`src/rtl/oms_pkg.sv`:
```
// constants and types for the oscillator mode select block
// Notes on behaviour
// - eight clock modes chosen by a three-bit programmed configuration field.
// - mode field is fixed at programming; running logic cannot change it.
// - rc network mode drives output pin with clock divided by four.
// - rc gpio mode makes output pin port A bit 6.
// - external clock modes disable feedback device between oscillator pins.
// - external clock modes need at most 1.5 us start-up after reset or wake.
// - external clock mode drives output pin with clock divided by four.
// - external clock gpio mode makes output pin port A bit 6.
// - high-speed x4 mode multiplies oscillator frequency by four.
// - pll enabled only in high-speed x4 mode; otherwise clock comes direct.
// - pll state changes only at power-on reset or secondary oscillator round trip.
// - when pll engages, lock timer runs and execution is held until it expires.
// - pll lock timeout nominally 2 ms.
package oms_pkg;
    typedef enum logic [7:0] {
        OMS_LP   = 8'h01,
        OMS_XT   = 8'h02,
        OMS_HS   = 8'h04,
        OMS_HSX4 = 8'h08,
        OMS_RC   = 8'h10,
        OMS_RC_NETWORK_GPIO_MODE = 8'h20,
        OMS_EC   = 8'h40,
        OMS_EXT_CLOCK_GPIO_MODE = 8'h80
    } oms_mode_type;

    localparam int unsigned OMS_SEL_W      = 3;
    localparam int unsigned OMS_NUM_MODES  = 8;
    localparam int unsigned OMS_CLK_HZ     = 25000000;
    localparam int unsigned OMS_CLK_PS     = 40000;
    localparam int unsigned OMS_PLL_LOCK_TIMEOUT_US    = 2000;
    localparam int unsigned OMS_PLL_LOCK_TIMEOUT_CYC   = (OMS_PLL_LOCK_TIMEOUT_US * 1000000) / OMS_CLK_PS;
    localparam int unsigned OMS_EC_NS_X10  = 15;
    localparam int unsigned OMS_EC_CYC_RAW = (OMS_EC_NS_X10 * 100000) / OMS_CLK_PS;
    localparam int unsigned OMS_EC_CYC     = (OMS_EC_CYC_RAW < 1) ? 1 : OMS_EC_CYC_RAW;
    localparam int unsigned OMS_DIV        = 4;
    localparam logic [1:0]  OMS_DIV_RST    = 2'h0;
    // default code map: code n selects mode n in listed order
    localparam logic [23:0] OMS_MAP_DEF    = 24'hfac688;
endpackage : oms_pkg

```
`src/rtl/oms_core.sv`:
```
// oscillator mode decode, output pin mux, pll gating and start-up hold
`timescale 1ns/1ps
module oms_core
    import oms_pkg::*;
#(
    parameter logic [23:0] MODE_MAP  = oms_pkg::OMS_MAP_DEF,  // 3 bits per code
    parameter int unsigned PLL_LOCK_TIMEOUT_CYC  = oms_pkg::OMS_PLL_LOCK_TIMEOUT_CYC, // pll lock wait
    parameter int unsigned EC_CYC    = oms_pkg::OMS_EC_CYC    // ext clock start
) (
    input  wire logic                            clk_i,          // system clock
    input  wire logic                            rst_i,          // power-on reset
    input  wire logic [oms_pkg::OMS_SEL_W-1:0]   osc_sel_field_i,// programmed field
    input  wire logic                            wake_i,         // wake from sleep pulse
    input  wire logic                            sec_osc_sel_i,  // running on secondary osc
    input  wire logic                            port_a_bit6_i,  // port a bit 6 out value
    input  wire logic                            port_a_bit6_oe_i,// port a bit 6 drive
    output logic                                 osc_out_pin_o,  // output pin value
    output logic                                 osc_out_pin_oe_o,// output pin enable
    output logic                                 port_a_bit6_o,  // pin read back
    output logic                                 feedback_en_o,  // feedback device on
    output logic                                 pll_en_o,       // pll engaged, x4
    output logic                                 exec_hold_o,    // hold execution
    output logic [7:0]                           mode_o          // decoded one-hot mode
);
    import oms_pkg::*;

    localparam int unsigned TW = 24;
    // elaboration check: both waits must fit the shared down counter
    if (PLL_LOCK_TIMEOUT_CYC >= (1 << TW) || EC_CYC >= (1 << TW) || EC_CYC < 1) begin : g_bad_count
        $error("oms_core: timer count out of range");
    end

    // map a field code to its mode through the parameter table
    function automatic oms_mode_type oms_decode(input logic [OMS_SEL_W-1:0] code);
        logic [2:0] idx;
        idx = MODE_MAP[code*3 +: 3];
        oms_decode = oms_mode_type'(8'h01 << idx);
    endfunction : oms_decode

    // mode latched once after reset release; never reloaded while running
    logic         cap_q,  cap_d;
    oms_mode_type mode_q, mode_d;
    logic         pll_q,  pll_d;
    logic         sec_q,  sec_d;
    logic [1:0]   div_q,  div_d;
    logic         out_q,  out_d;
    logic         start_q, start_d;

    always_comb begin
        cap_d   = 1'b1;
        mode_d  = mode_q;
        pll_d   = pll_q;
        sec_d   = sec_osc_sel_i;
        start_d = 1'b0;
        if (!cap_q) begin
            mode_d  = oms_decode(osc_sel_field_i);
            start_d = 1'b1;
        end
        // pll only follows mode at capture or on return from secondary osc
        if (!cap_q || (sec_q && !sec_osc_sel_i)) begin
            // after capture only the latched mode counts, so a reprogrammed field cannot steer the pll
            pll_d = cap_q ? (mode_q == OMS_HSX4) : (oms_decode(osc_sel_field_i) == OMS_HSX4);
            if (cap_q) begin
                start_d = 1'b1;
            end
        end
        if (sec_osc_sel_i) begin
            pll_d = 1'b0;
        end
    end

    // divide by four of the oscillator for the output pin
    always_comb begin
        div_d = div_q + 2'h1;
        out_d = div_q[1];
    end

    always_ff @(posedge clk_i or posedge rst_i) begin
        if (rst_i) begin
            cap_q   <= 1'b0;
            mode_q  <= OMS_LP;
            pll_q   <= 1'b0;
            sec_q   <= 1'b0;
            div_q   <= OMS_DIV_RST;
            out_q   <= 1'b0;
            start_q <= 1'b0;
        end else begin
            cap_q   <= cap_d;
            mode_q  <= mode_d;
            pll_q   <= pll_d;
            sec_q   <= sec_d;
            div_q   <= div_d;
            out_q   <= out_d;
            start_q <= start_d;
        end
    end

    // start-up wait: pll lock time or external clock start-up
    logic          ext_mode;
    logic          load;
    logic [TW-1:0] wait_cnt;
    logic          busy;

    assign ext_mode = (mode_q == OMS_EC) || (mode_q == OMS_EXT_CLOCK_GPIO_MODE);
    assign load     = (start_q && (pll_q || ext_mode)) || (wake_i && ext_mode);
    assign wait_cnt = pll_q ? TW'(PLL_LOCK_TIMEOUT_CYC) : TW'(EC_CYC);

    oms_timer #(
        .WIDTH (TW)
    ) u_timer (
        .clk_i   (clk_i),
        .rst_i   (rst_i),
        .load_i  (load),
        .count_i (wait_cnt),
        .busy_o  (busy)
    );

    // pin and enable outputs
    always_comb begin
        osc_out_pin_o    = 1'b0;
        osc_out_pin_oe_o = 1'b0;
        feedback_en_o    = 1'b0;
        case (mode_q)
            OMS_LP, OMS_XT, OMS_HS, OMS_HSX4: begin
                feedback_en_o = cap_q;
            end
            OMS_RC, OMS_EC: begin
                osc_out_pin_o    = out_q;
                osc_out_pin_oe_o = cap_q;
            end
            OMS_RC_NETWORK_GPIO_MODE, OMS_EXT_CLOCK_GPIO_MODE: begin
                osc_out_pin_o    = port_a_bit6_i;
                osc_out_pin_oe_o = port_a_bit6_oe_i;
            end
            default: begin
                osc_out_pin_o = 1'b0;
            end
        endcase
        // external clock modes keep feedback off via the default above
    end

    assign port_a_bit6_o = osc_out_pin_o;
    assign pll_en_o      = pll_q;
    assign exec_hold_o   = !cap_q || start_q || busy;
    assign mode_o        = mode_q;
endmodule : oms_core

```
`src/rtl/oms_timer.sv`:
```
// down counter used for the start-up and pll lock waits
`timescale 1ns/1ps
module oms_timer #(
    parameter int unsigned WIDTH = 16
) (
    input  wire logic             clk_i,   // system clock
    input  wire logic             rst_i,   // async reset
    input  wire logic             load_i,  // start a wait
    input  wire logic [WIDTH-1:0] count_i, // cycles to wait
    output logic                  busy_o   // wait in progress
);
    logic [WIDTH-1:0] cnt_q;
    logic [WIDTH-1:0] cnt_d;

    // next count
    always_comb begin
        cnt_d = cnt_q;
        if (load_i) begin
            cnt_d = count_i;
        end else if (cnt_q != '0) begin
            cnt_d = cnt_q - WIDTH'(1);
        end
    end

    // count register
    always_ff @(posedge clk_i or posedge rst_i) begin
        if (rst_i) begin
            cnt_q <= '0;
        end else begin
            cnt_q <= cnt_d;
        end
    end

    assign busy_o = load_i || (cnt_q != '0);
endmodule : oms_timer

```
`config.mk`:
```
export PLATFORM = sky130hd
export DESIGN_NAME = oms_core
export DESIGN_NICKNAME = d
export VERILOG_FILES = /design/src/rtl/oms_pkg.sv /design/src/rtl/oms_core.sv /design/src/rtl/oms_timer.sv
export SDC_FILE = /design/constraint.sdc
export NUM_CORES = 1
export LEC_CHECK = 0
export BUFFER_PORTS_ARGS = -buffer_cell sky130_fd_sc_hd__buf_2
export CORE_MARGIN = 2
export CORE_UTILIZATION = 58
export CTS_BUF_LIST = sky130_fd_sc_hd__clkbuf_16
export CTS_CLUSTER_DIAMETER = 60
export CTS_CLUSTER_SIZE = 8
export DETAILED_ROUTE_END_ITERATION = 10
export HOLD_SLACK_MARGIN = 0.1
export PLACE_DENSITY_LB_ADDON = 0.12
export SLEW_MARGIN = 30
export SYNTH_ARGS = -nofsm -noshare
export SYNTH_HDL_FRONTEND = slang
export SYNTH_SLANG_ARGS = --single-unit
export TNS_END_PERCENT = 20
```
`constraint.sdc`:
```
create_clock -name clk_i -period 2.42 [get_ports clk_i]
set_clock_uncertainty 0.05 [all_clocks]
set_input_delay 0.121 -clock clk_i [delete_from_list [all_inputs] [get_ports clk_i]]
set_output_delay 0.121 -clock clk_i [all_outputs]
set_load 0.01 [all_outputs]
```
==> metrics.txt <==
VDD IR max=0.666 mV; cell family with most CP delay=simple AND/OR/NAND/NOR gates; Slew HR=0.614; sequential area share after synthesis=0.476; Hold Fails Final Rpt=0; largest net degree at the start of global routing=40; number of cells on the critical path=5; DP HPWL=3260 um; Yosys warnings=0; top cells by area, synth=dfrtp_1 (46%), xor2_1 (6.4%), o21ai_0 (4.1%), nand2_1 (3.7%), nor2_1 (3.5%); Hold Path Depth=3; main combinational cell family by area after synthesis=simple AND/OR/NAND/NOR gates; initial DRC count=163; post-synthesis xor/xnor area fraction=0.0810; CP bufs+invs=0; crit path launch type=flop; DRT Pass-1 Iters=4; ys flop type=dfrtp_1; most common cell after layout, fill and taps aside=dfrtp_1; total track usage=0.278; FF-to-FF path depth=5; MaxCap Viol Count=0; slowest stage delay, CP=0.71 ns; critical path arrival=2.44 ns; syn nets=226; Post-Syn Area=2050 um^2; Setup-failing EPs final=0; CTS Buffer Depth=2; total power=0.00244 W; FILL cells=266; die width=63.5 um; clock latency on the worst-skew pair=0.28 ns; area share of and/or/nand/nor cells after synthesis=0.242; CTS tree=done; CTS sink cnt=39; fmax=437 MHz; n_diodes=0; DRC violations left=0; CTS Buf Count=5; cell type with the largest total area after synthesis=dfrtp_1; GPL Wtd Cong=0.876; Final TNS setup=0 ns; FF/Latch Area=977 um^2; Worst-Margin Slew=0.574 ns; initial antenna violation count=0; ratio of cells with drive above 1 in the final layout=0.199; Cell Count, Final, Fillers Out=297; HP Class=input pin to flop; Post-Route WL=5020 um; Tmin final=2.29 ns; multiplexer share of the synthesized area=0.00487; # IOs=23; total die area=4030 um^2; Synth Area in Adders=0.0122; status=finished clean; endpoint class of the critical path=flop; via count=1,806; starting density of the core=0.611; highest-delay cell along the critical path=or4_1; Synth top area share=0.463; fin. max-slew vios=0; core area=3360 um^2; Mapped Cells=215; vias in the first global route=1,738; Leak=1.17 nW; most frequent cells in the layout=dfrtp_1 (38), buf_2 (22), nand2_1 (20); Req. time, crit path=2.58 ns; Area Overhead vs Synth=22.5%; number of synthesized flops with an enable pin=0; Crit Path Class=flop to flop; crit path cell chain=or4_1 -> nor2_1 -> nand4_1 -> or3_1 -> a21oi_1; vias per inst=6.08; clock root cell=clkbuf_16; nets@finish=261; pwr dens=971 nW/um^2; Row Count=21; global-route wire length before repair=8610 um; Unique masters post-synth=47; Async SR Flop Fraction=1.00; wire length per cell=16.9 um; R2R setup slack=0.13 ns; crit-path max FO=6; Clock transition at path regs=0.06 ns; I/O Buffers=22; Final period util=0.945; footprint of the multi-input gates=1030 um^2; GR Overflow Total=0; Syn Area/Cell=9.56 um^2; Die Height=63.5 um; RSZ-0062 raised after global routing=no; DRT antenna net count=0; H-Tree Depth=2; Yosys reg bits=39; fraction of the mapped netlist area in compound gates=0.150; # placed instances=281
==> kinds of logic after synthesis <==
group | after synthesis
buf+inv | 16
other cells | 1
fa+ha+maj | 2
compound gates | 46
flops | 39
mux | 1
xor+xnor | 19
simple gates | 91
==> worst min-delay path, stage by stage <==
cell and delay [ns]:
buf_2 0.09, o2111a_1 0.27, o31ai_1 0.11
==> metal layers <==
metal / wire length [um] / vias up / track usage
met5: 0 / - / 0
li1: - / 851 / -
met1: 2180 / 894 / 0.372
met3: 233 / 13 / 0.0589
met2: 2480 / 48 / 0.436
met4: 119 / 0 / 0.122
==> repair_timing <==
action / 4_1_cts / 5_1_grt
buffers inserted: 0 / 2
hold buffers: 6 / 0
gates resized for setup: 0 / 3
setup endpoints to repair: 0 / 5
hold endpoints to repair: 45 / 0
==> flip-flops by register name (all words and copies together) (netlist names) <==
| register | flops |
|---|---|
| mode_o | 8 |
| pll_en_o | 1 |
| out_q | 1 |
| sec_q | 1 |
| u_timer.cnt_q | 24 |
| div_q | 2 |
| start_q | 1 |
| cap_q | 1 |
==> through the flow <==
step,cell area [um^2],setup WS (ns),hold WS (ns),util
CTS,2480,0.00223,0.298,0.738
detailed placement,2230,0.194,0.210,0.663
global placement,2230,0.270,0.202,0.663
global route,2520,0.0416,0.342,0.749
floorplan,2050,0.395,0.102,-
finish,2520,0.133,0.301,0.749
==> final timing paths <==
path / startpoint / endpoint
min reg2reg: div_q[1]$_DFF_PP0_ / out_q$_DFF_PP0_
max reg2reg: u_timer.cnt_q[4]$_DFFE_PP0P_ / u_timer.cnt_q[22]$_DFFE_PP0P_
max: u_timer.cnt_q[4]$_DFFE_PP0P_ / u_timer.cnt_q[22]$_DFFE_PP0P_
min in group asynchronous: rst_i / u_timer.cnt_q[19]$_DFFE_PP0P_
max in group asynchronous: rst_i / mode_o[0]$_DFFE_PP1N_
min: wake_i / u_timer.cnt_q[15]$_DFFE_PP0P_
==> where the power goes <==
part,switching [W],internal (W),total [W]
Sequential,0.000173,0.000781,0.000955
Combinational,0.000365,0.000274,0.000639
Clock,0.000261,0.000590,0.000851
Total,0.000799,0.00165,0.00244
==> layout make-up <==
type,count,share of cell area
tap,46,0.0229
sequential,39,0.388
clock inverter,3,0.0268
clock buffer,5,0.0497
inverter,8,0.0119
timing repair buffer,36,0.0915
multi-input combinational,160,0.409
==> cell usage after synthesis (3+ instances only) <==
library cell	instances
a22o_1	3
xnor2_1	4
nand2_1	20
o21ai_0	17
nand2b_1	3
nor4_1	3
dfrtp_1	38
or4_1	5
nor4b_1	3
xor2_1	15
nand4_1	5
and3_1	4
nor3_1	9
nor2_1	19
a21oi_1	4
clkbuf_1	4
o211ai_1	5
o41ai_1	5
nand3_1	6
inv_1	8
Power figures use the tool's default switching activity.
